--- src/usbwk_consts.svh ---
`ifndef USBWK_CONSTS_SVH
`define USBWK_CONSTS_SVH

// ------------------------------------------------
// register offsets
// ------------------------------------------------
`define USBWK_OFS_CTL 16'hF001
`define USBWK_OFS_MSK 16'hF002
`define USBWK_OFS_STA 16'hF003
`define USBWK_OFS_FUNCTION_ADDRESS_REG 16'hF009
`define USBWK_OFS_WKUP 16'hF00D
`define USBWK_OFS_MCUCFG 16'hF010

// ------------------------------------------------
// field positions and reset values
// ------------------------------------------------
`define USBWK_CTL_LOW_POWER_ENABLE 6
`define USBWK_CTL_REMOTE_WAKEUP_ENABLE 5
`define USBWK_MSK_WAKE 2
`define USBWK_STA_WAKE 0
`define USBWK_CFG_EN_LO 2
`define USBWK_CFG_EN_HI 5
`define USBWK_FA_HS 7
`define USBWK_NSRC 5
`define USBWK_RST8 8'h00
`define USBWK_RST5 5'h00

// ------------------------------------------------
// timing
// ------------------------------------------------
`define USBWK_CLK_MHZ 50
`define USBWK_RESUME_MS 10

`endif

--- src/usbwk_pkg.sv ---
package usbwk_pkg;
	// wake sequencer states
	typedef enum logic [1:0] {ST_RUN, ST_SLEEP, ST_WAIT} usbwk_state_t;
endpackage

--- src/usbwk_evt_if.sv ---
`include "usbwk_consts.svh"

interface usbwk_evt_if;
	logic [`USBWK_NSRC-1:0] pins; // raw source levels
	logic [`USBWK_NSRC-1:0] change; // one-cycle change pulses
	modport det (input pins, output change);
	modport core (output pins, input change);
endinterface

--- src/usbwk_change_det.sv ---
`include "usbwk_consts.svh"

module usbwk_change_det (
	input wire logic mclk_i, // core clock
	input wire logic rst_i, // synchronous reset
	usbwk_evt_if.det evt // pins in, change pulses out
);
	// ------------------------------------------------
	// per-source three-flop sync and change detect
	// ------------------------------------------------
	genvar g;
	generate
		for (g = 0; g < `USBWK_NSRC; g++)
		begin : g_src
			logic s1_ff, s2_ff, s3_ff, stab_ff, pls_ff;
			logic nxt_stab, nxt_pls;
			// change counts once 2nd and 3rd stages agree
			always_comb
			begin
				nxt_stab = stab_ff;
				nxt_pls = 1'b0;
				if (s2_ff == s3_ff && s3_ff != stab_ff)
				begin
					nxt_stab = s3_ff;
					nxt_pls = 1'b1;
				end
			end
			// metastability chain before any use
			always_ff @(posedge mclk_i)
			begin
				if (rst_i)
				begin
					s1_ff <= 1'b0;
					s2_ff <= 1'b0;
					s3_ff <= 1'b0;
					stab_ff <= 1'b0;
					pls_ff <= 1'b0;
				end
				else
				begin
					s1_ff <= evt.pins[g];
					s2_ff <= s1_ff;
					s3_ff <= s2_ff;
					stab_ff <= nxt_stab;
					pls_ff <= nxt_pls;
				end
			end
			assign evt.change[g] = pls_ff;
		end
	endgenerate
endmodule

--- src/usbwk_top.sv ---
// Functional notes
// - wake irq also usable outside suspend
// - suspended wake event with remote wakeup enabled restarts clock, irq, resume
// - resume at earlier of clear or 10ms
// - vbus change always enabled, no enable bit
// - no-lowpower suspend: event raises irq immediately
// - lowpower no-remote suspend: event latched silently
// - latched event raises irq when clock returns
// - control bit 6 stops clock in suspend
// - mask bit 2 gates irq and clock wake
// - control bit 5 gates clock wake, resume
// - config bits 2..5 enable four pin sources
// - function address bits 6..0 read zero after resets
// - any reset clears function address
// - address bit 7 is read-only speed flag
// - source pulses ORed, set status if clear
// - write-one clears shared status, keeps reasons
// - reason bits sticky until written one
`include "usbwk_consts.svh"

module usbwk_top #(
	parameter int RESUME_CYC = `USBWK_RESUME_MS * 1000 * `USBWK_CLK_MHZ * 1000 / 1000
) (
	input wire logic mclk_i, // core clock 50 MHz
	input wire logic rst_i, // power-up reset
	input wire logic wdt_rst_i, // watchdog reset
	input wire logic usb_rst_i, // usb bus reset
	input wire logic [15:0] xaddr_i, // register address
	input wire logic xwr_i, // register write strobe
	input wire logic xrd_i, // register read strobe
	input wire logic [7:0] xwdata_i, // write data
	output logic [7:0] xrdata_o, // registered read data
	input wire logic vbus_i, // vbus pin level
	input wire logic [3:0] p3_pin_i, // p3.4 p3.5 p3.2 p3.3
	input wire logic suspend_i, // usb suspend state
	input wire logic host_resume_i, // host signals resume
	input wire logic high_speed_i, // transceiver speed select
	output logic wake_event_irq_o, // wake irq to mcu
	output logic clk_stop_o, // core clock shutdown request
	output logic resume_start_o // start upstream resume
);
	localparam int CW = 20;

	// ------------------------------------------------
	// event detection
	// ------------------------------------------------
	usbwk_evt_if evt ();
	assign evt.pins = {p3_pin_i, vbus_i};

	usbwk_change_det u_det (
		.mclk_i(mclk_i),
		.rst_i(rst_i),
		.evt(evt)
	);

	// ------------------------------------------------
	// register state
	// ------------------------------------------------
	// registered state
	logic [7:0] ctl_ff; // usb control register
	logic [7:0] msk_ff; // usb irq mask register
	logic [7:0] cfg_ff; // mcu config register
	logic [7:0] rdata_ff; // read data holding register
	logic [6:0] fa_ff; // device address field
	logic [`USBWK_NSRC-1:0] wkup_ff; // wake reason bits
	logic sta_ff; // shared wake status bit
	logic pend_ff; // event latched with clock stopped
	logic resume_ff; // resume start pulse
	// next values
	logic [7:0] nxt_ctl; // next control
	logic [7:0] nxt_msk; // next mask
	logic [7:0] nxt_cfg; // next config
	logic [7:0] nxt_rdata; // next read data
	logic [6:0] nxt_fa; // next address
	logic [`USBWK_NSRC-1:0] nxt_wkup; // next reasons
	logic nxt_sta; // next status
	logic nxt_pend; // next latched event
	logic nxt_resume; // next resume pulse
	usbwk_pkg::usbwk_state_t st_ff; // wake sequencer state
	usbwk_pkg::usbwk_state_t nxt_st; // next sequencer state
	logic [CW-1:0] cnt_ff; // resume timeout counter
	logic [CW-1:0] nxt_cnt; // next counter value

	// decoded controls
	logic low_power_enable; // clock shutdown in suspend
	logic remote_wakeup_enable; // remote wakeup allowed
	logic wake_en; // wake irq enabled
	logic any_det; // any enabled source changed
	logic sta_clr; // firmware clears wake status
	logic timeout; // resume delay elapsed
	logic [`USBWK_NSRC-1:0] src_en; // per-source enables
	logic [`USBWK_NSRC-1:0] det; // enabled change pulses

	// decoded enables and events
	assign low_power_enable = ctl_ff[`USBWK_CTL_LOW_POWER_ENABLE];
	assign remote_wakeup_enable = ctl_ff[`USBWK_CTL_REMOTE_WAKEUP_ENABLE];
	assign wake_en = msk_ff[`USBWK_MSK_WAKE];
	assign src_en = {cfg_ff[`USBWK_CFG_EN_HI:`USBWK_CFG_EN_LO], 1'b1};
	assign det = evt.change & src_en;
	assign any_det = |det;
	assign sta_clr = xwr_i && xaddr_i == `USBWK_OFS_STA && xwdata_i[`USBWK_STA_WAKE];
	assign timeout = cnt_ff == CW'(RESUME_CYC - 1);

	// ------------------------------------------------
	// register file and wake logic next values
	// ------------------------------------------------
	always_comb
	begin
		nxt_ctl = ctl_ff;
		nxt_msk = msk_ff;
		nxt_cfg = cfg_ff;
		nxt_fa = fa_ff;
		nxt_rdata = rdata_ff;
		nxt_st = st_ff;
		nxt_cnt = cnt_ff;
		nxt_resume = 1'b0;
		nxt_pend = pend_ff;
		nxt_wkup = wkup_ff;
		nxt_sta = sta_ff;
		// writes
		if (xwr_i)
		begin
			unique case (xaddr_i)
				`USBWK_OFS_CTL: nxt_ctl = xwdata_i;
				`USBWK_OFS_MSK: nxt_msk = xwdata_i;
				`USBWK_OFS_MCUCFG: nxt_cfg = xwdata_i;
				`USBWK_OFS_FUNCTION_ADDRESS_REG: nxt_fa = xwdata_i[6:0];
				`USBWK_OFS_WKUP: nxt_wkup = wkup_ff & ~xwdata_i[`USBWK_NSRC-1:0];
				default: ;
			endcase
		end
		if (sta_clr)
			nxt_sta = 1'b0;
		// reason bits: set wins over clear
		nxt_wkup = nxt_wkup | det;
		// sequencer
		unique case (st_ff)
			// run: irq on new or latched event
			usbwk_pkg::ST_RUN:
			begin
				if (suspend_i && low_power_enable && !(remote_wakeup_enable && wake_en && any_det))
					nxt_st = usbwk_pkg::ST_SLEEP;
				else if (suspend_i && remote_wakeup_enable && wake_en && any_det)
					nxt_st = usbwk_pkg::ST_WAIT;
				if (wake_en && !sta_ff && (any_det || pend_ff))
				begin
					nxt_sta = 1'b1;
					nxt_pend = 1'b0;
				end
			end
			// sleep: clock stopped, events latched, remote wake goes to wait
			usbwk_pkg::ST_SLEEP:
			begin
				if (any_det)
					nxt_pend = 1'b1;
				if (remote_wakeup_enable && wake_en && (any_det || pend_ff))
					nxt_st = usbwk_pkg::ST_WAIT;
				else if (host_resume_i || !suspend_i)
					nxt_st = usbwk_pkg::ST_RUN;
			end
			// wait: irq up, count towards resume
			usbwk_pkg::ST_WAIT:
			begin
				if (wake_en && !sta_ff && (any_det || pend_ff))
				begin
					nxt_sta = 1'b1;
					nxt_pend = 1'b0;
				end
				if (sta_ff)
					nxt_cnt = cnt_ff + CW'(1);
				if (sta_ff && (sta_clr || timeout))
				begin
					nxt_resume = 1'b1;
					nxt_cnt = '0;
					nxt_st = usbwk_pkg::ST_RUN;
				end
				else if (!suspend_i)
				begin
					nxt_cnt = '0;
					nxt_st = usbwk_pkg::ST_RUN;
				end
			end
			default: nxt_st = usbwk_pkg::ST_RUN;
		endcase
		// registered read data
		if (xrd_i)
		begin
			unique case (xaddr_i)
				`USBWK_OFS_CTL: nxt_rdata = ctl_ff;
				`USBWK_OFS_MSK: nxt_rdata = msk_ff;
				`USBWK_OFS_MCUCFG: nxt_rdata = cfg_ff;
				`USBWK_OFS_STA: nxt_rdata = 8'(sta_ff) << `USBWK_STA_WAKE;
				`USBWK_OFS_WKUP: nxt_rdata = {3'h0, wkup_ff};
				`USBWK_OFS_FUNCTION_ADDRESS_REG: nxt_rdata = {high_speed_i, fa_ff};
				default: nxt_rdata = `USBWK_RST8;
			endcase
		end
	end

	// ------------------------------------------------
	// state registers
	// ------------------------------------------------
	always_ff @(posedge mclk_i)
	begin
		if (rst_i || wdt_rst_i)
		begin
			ctl_ff <= `USBWK_RST8;
			msk_ff <= `USBWK_RST8;
			cfg_ff <= `USBWK_RST8;
			rdata_ff <= `USBWK_RST8;
			wkup_ff <= `USBWK_RST5;
			sta_ff <= 1'b0;
			pend_ff <= 1'b0;
			resume_ff <= 1'b0;
			st_ff <= usbwk_pkg::ST_RUN;
			cnt_ff <= '0;
		end
		else
		begin
			ctl_ff <= nxt_ctl;
			msk_ff <= nxt_msk;
			cfg_ff <= nxt_cfg;
			rdata_ff <= nxt_rdata;
			wkup_ff <= nxt_wkup;
			sta_ff <= nxt_sta;
			pend_ff <= nxt_pend;
			resume_ff <= nxt_resume;
			st_ff <= nxt_st;
			cnt_ff <= nxt_cnt;
		end
	end

	// function address cleared by every reset kind
	always_ff @(posedge mclk_i)
	begin
		if (rst_i || wdt_rst_i || usb_rst_i)
			fa_ff <= 7'h00;
		else
			fa_ff <= nxt_fa;
	end

	// outputs
	assign xrdata_o = rdata_ff;
	assign wake_event_irq_o = sta_ff;
	assign clk_stop_o = st_ff == usbwk_pkg::ST_SLEEP;
	assign resume_start_o = resume_ff;
endmodule

--- config.mk ---
export PLATFORM = sky130hd
export DESIGN_NAME = usbwk_top
export DESIGN_NICKNAME = d
export VERILOG_FILES = /design/src/usbwk_pkg.sv /design/src/usbwk_evt_if.sv /design/src/usbwk_change_det.sv /design/src/usbwk_top.sv
export VERILOG_INCLUDE_DIRS = /design/src
export SDC_FILE = /design/constraint.sdc
export NUM_CORES = 1
export LEC_CHECK = 0
export BUFFER_PORTS_ARGS = -buffer_cell sky130_fd_sc_hd__clkbuf_2
export CORE_UTILIZATION = 30
export CTS_CLUSTER_DIAMETER = 200
export DETAILED_ROUTE_END_ITERATION = 8
export PLACE_DENSITY = 0.45
export RECOVER_POWER = 50
export SLEW_MARGIN = 0
export SYNTH_ARGS = -nofsm -noshare
export SYNTH_HDL_FRONTEND = slang
export SYNTH_HIERARCHICAL = 1
export SYNTH_SLANG_ARGS = --single-unit
--- constraint.sdc ---
create_clock -name mclk_i -period 2.3 [get_ports mclk_i]
set_input_delay 0 -clock mclk_i [delete_from_list [all_inputs] [get_ports mclk_i]]
set_output_delay 0 -clock mclk_i [all_outputs]
set_load 0.01 [all_outputs]
==> impl.org <==
** STA
- Shortest period the worst path allows :: 1.903 ns
- For the pin with the worst max-slew slack, the measured transition is 0.5751 ns.
- Final worst slack :: 0.3968 ns
- Tcrit/Tclk final :: 82.75%
- Setup violations remaining at the end of the flow were counted as 0.
- The clock arrives with 0.009033 ns of skew.
- Worst rel slew slack :: 61.52%
- Summed over all failing endpoints, the final setup total negative slack is 0 ns.
- The number of hold violations in the final report was 0.
- Peak clock frequency supported by timing :: 0.5254 GHz
- Count of pins over their slew limit :: 0
- Setup repair after global routing left no endpoint under its margin.

** Die
- The die is 122.4 um wide.
- Count of pins on the block boundary :: 49
- Row count :: 43
- The die covers 14980 um2.
- The die is 122.4 um tall.
- Once the floorplan was initialized, standard cells occupied 31.09% of the core.
- Floorplan Core Area :: 13990 um2

** Route
- Antenna-violating nets left :: 0
- Number of design-rule violations left by the first detailed-router iteration :: 206
- For this block, the routed nets add up to 11.89 mm of wire.
- In the routed layout, each cell is associated on average with a via count of 5.119.
- The first detailed-routing pass took 5 iterations.
- Routed wire per std cell :: 15.96 um
- Post-route DRC :: 0
- Vias after detailed routing :: 3814

** Yosys
- Synthesis inferred 94 register bits.
- The netlist uses 62 different library cells.
- Number of instances in the synthesized netlist :: 495
- Yosys printed 6 warnings.
- Fraction of post-synthesis cell area in the top cell type by area :: 43.27%
- Counting every net in the synthesized netlist gives 534.
- Of all flip-flops after synthesis, the portion carrying an async set or reset was 0%.
- Part of the Yosys area used for sequential elements :: 43.27%
- The biggest area contributor in the post-synthesis netlist is sky130_fd_sc_hd__dfxtp_1.
- Averaged over all synthesized cells, the footprint is 8.786 um2.
- Cell area after technology mapping :: 4349 um2
- The synthesized design contains 0 enable-type register cells.
- Most used flip-flop cell after synthesis :: sky130_fd_sc_hd__dfxtp_1
- After synthesis, the cell types taking the most area are sky130_fd_sc_hd__dfxtp_1, sky130_fd_sc_hd__nand2_1, sky130_fd_sc_hd__a21oi_1.

** Finish
- The repair_antennas step left the layout with diodes totalling 0.
- Compared with the post-synthesis result, the final layout area differs by 20.25%.
- The layout has 1500 filler cells.
- Final design instance area without fill :: 5230 um2
- Cells fill 37.39% of the core in the end.
- Fraction of layout instances using a drive strength above 1 :: 15.93%
- At the end of the flow, the number of nets in the layout was 599.

** Critical path
- STA classifies the critical path endpoint as a register.
- Worst Setup SP :: cnt_ff[0]
- The worst register-to-register path begins at cnt_ff[0].
- Depth of the worst register-to-register path :: 7
- Crit path max-delay cell type :: sky130_fd_sc_hd__dfxtp_1
- Setup crit end :: cnt_ff[1]
- By startpoint and endpoint, the worst setup path is classified as reg -> reg.
- In this run the worst path has a maximum fanout of 5.
- Count of buffer and inverter cells on the critical path :: 1
- Kind of start point of the critical path :: register
- Cell class contributing the biggest share of worst-path delay :: simple AND/OR/NAND/NOR gates
- Cell chain of the critical path :: ha_1 -> nor4bb_1 -> nand4_1 -> o31a_1 -> buf_4 -> a32oi_1 -> nor2_1
- The critical path crosses 7 cells after its start point.
- On the worst path, the slowest cell contributes a delay of 0.38 ns.
- Arr. time, crit path :: 2.15 ns
- For the worst setup path, the data required time is 2.54 ns.
- Destination of the worst register-to-register timing path :: cnt_ff[1]
- For flop-to-flop paths, the worst setup slack is 0.40 ns.

** Job
- Max-cap viol count :: 0

** Clock network
- The root buffer cell chosen for the clock tree is sky130_fd_sc_hd__clkbuf_16.
- Clock-pin slew was measured on the worst setup and hold paths at 0.07 ns.
- TritonCTS built the clock tree.
- The number of clock buffers added by TritonCTS is 9.
- Clk sinks :: 94
- The H-tree was split into 3 levels.
- Skew-Pair Late Insertion Delay :: 0.35 ns
- Counting along the longest clock path gives a buffer depth of 2.
- Post-CTS Setup Repair Bufs :: 0

** Place
- In this run the tool buffered the top-level ports with 48 buffer cells.
- Detailed placement ended at an HPWL of 8.515 mm.
- Placer Congestion :: 0.8084
- Cell area reported after detailed placement :: 4787 um2
- OpenSTA, run right after detailed placement, puts the worst setup slack at 0.1597 ns.

** GRT
- Combined global-route utilization of all metal layers :: 16.75%
- Entering global routing, the biggest net connects 34 pins.
- Antenna violations before repair :: 0
- Global routing finished with a remaining overflow of 0.
- The number of global-route vias before repair was 3651.
- First-pass GRT wire length :: 18.97 mm

** Outcome
- Status :: finished, final reports clean

** Power and ir drop
- Standby leakage power :: 1.872 nW
- Worst VDD drop :: 0.0004334 V
- Power density over cell area :: 661.0 nW/um2

** Min path
- The min-delay analysis places its worst path in the category in -> reg.
Yosys cell counts, types with 9 or more instances:
cell and number:
sky130_fd_sc_hd__nand4_1 9, sky130_fd_sc_hd__nor2_1 27, sky130_fd_sc_hd__nand2_1 56, sky130_fd_sc_hd__inv_1 15, sky130_fd_sc_hd__nand3_1 25, sky130_fd_sc_hd__o21ai_0 21
sky130_fd_sc_hd__nor2b_1 14, sky130_fd_sc_hd__clkbuf_1 11, sky130_fd_sc_hd__dfxtp_1 94, sky130_fd_sc_hd__a21oi_1 37, sky130_fd_sc_hd__and3_1 9, sky130_fd_sc_hd__mux2i_1 13
sky130_fd_sc_hd__nor3_1 28, sky130_fd_sc_hd__nor4_1 9, sky130_fd_sc_hd__xnor2_1 13
worst min path at each step:
stage                            from                    to  cells past startpoint
after floorplan                 xrd_i           xrdata_o[0]                      1
after global placement    p3_pin_i[0]  u_det/g_src[1].s1_ff                      2
after detailed placement  p3_pin_i[1]  u_det/g_src[2].s1_ff                      2
after CTS                   wdt_rst_i           xrdata_o[0]                      4
after global routing        wdt_rst_i            cnt_ff[13]                      4
final                       wdt_rst_i           xrdata_o[0]                      4
layer usage:
layer	vias to the layer above	GRT usage, %	share of wire, %
met5	-	0	0
met4	0	6.326	1.5
met3	14	3.532	3.7
met2	65	26.16	45
met1	1823	22.51	50
li1	1912	-	-
worst min-delay path, delay by kind of cell:
family	cells	cell delay [ns]
AO/OA/AOI/OAI	2	0.12
buffers and inverters	1	0.12
AND/OR/NAND/NOR	1	0.09
sequential cells by signal, summed over array words and instances, names as in the netlist:
register	cells
u_det/g_src.stab_ff	5
wake_event_irq_o	1
wkup_ff	5
u_det/g_src.s1_ff	5
resume_start_o	1
u_det/g_src.pls_ff	5
cfg_ff	8
ctl_ff	8
xrdata_o	8
st_ff	2
pend_ff	1
cnt_ff	20
fa_ff	7
u_det/g_src.s3_ff	5
u_det/g_src.s2_ff	5
msk_ff	8
layout by cell type (no fill, tap or decap), types with 5 or more instances in the layout:
cell type	n
sky130_fd_sc_hd__mux2i_1	13
sky130_fd_sc_hd__dfxtp_1	94
sky130_fd_sc_hd__nor2b_1	14
sky130_fd_sc_hd__clkbuf_16	9
sky130_fd_sc_hd__or4b_1	6
sky130_fd_sc_hd__nor3_1	28
sky130_fd_sc_hd__nand2_1	56
sky130_fd_sc_hd__clkbuf_2	36
sky130_fd_sc_hd__a32oi_1	6
sky130_fd_sc_hd__o31ai_1	6
sky130_fd_sc_hd__mux2_2	5
sky130_fd_sc_hd__nand3_1	25
sky130_fd_sc_hd__inv_1	15
sky130_fd_sc_hd__a21oi_1	37
sky130_fd_sc_hd__nor4b_1	5
sky130_fd_sc_hd__nor2_1	27
sky130_fd_sc_hd__a221oi_1	5
sky130_fd_sc_hd__dlygate4sd3_1	15
sky130_fd_sc_hd__o21ai_0	21
sky130_fd_sc_hd__and3_1	9
sky130_fd_sc_hd__xnor2_1	13
sky130_fd_sc_hd__clkbuf_1	14
sky130_fd_sc_hd__nor4_1	9
sky130_fd_sc_hd__buf_4	20
sky130_fd_sc_hd__nand4_1	9
layout make-up:
cell class | instances | area (um2) | share of cell area (%)
Multi-Input combinational cell | 355 | 2197 | 42.01
Timing Repair Buffer | 85 | 549.3 | 10.50
Clock buffer | 10 | 229.0 | 4.378
Clock inverter | 6 | 91.34 | 1.746
Inverter | 15 | 56.30 | 1.077
Tap cell | 180 | 225.2 | 4.306
Sequential cell | 94 | 1882 | 35.98
per-stage QoR:
step	power (W)	hold WS [ns]	instances
after floorplan	0.001757	0.08936	495
after global placement	0.001828	0.2131	714
after detailed placement	0.001830	0.2191	714
after CTS	0.003509	0.02089	745
after global routing	0.003586	0.04908	745
final	0.003457	0.02398	745
report_power, final:
part           internal, W  switching, W
Clock             0.000964      0.000683
Sequential         0.00164    0.00000570
Combinational    0.0000687     0.0000970
cell families after synthesis:
kind of cell / share of synthesized area (%)
simple gates: 28.65
compound gates: 14.47
flops: 43.27
buf+inv: 6.013
mux: 4.286
xor+xnor: 3.021
fa+ha+maj: 0.2876
timing repair:
item                                   CTS  global route
hold buffers                            15             0
endpoints found under the hold margin   34             0
gates resized for setup                  0             0
Note: power is estimated with default switching activity, not from simulation.
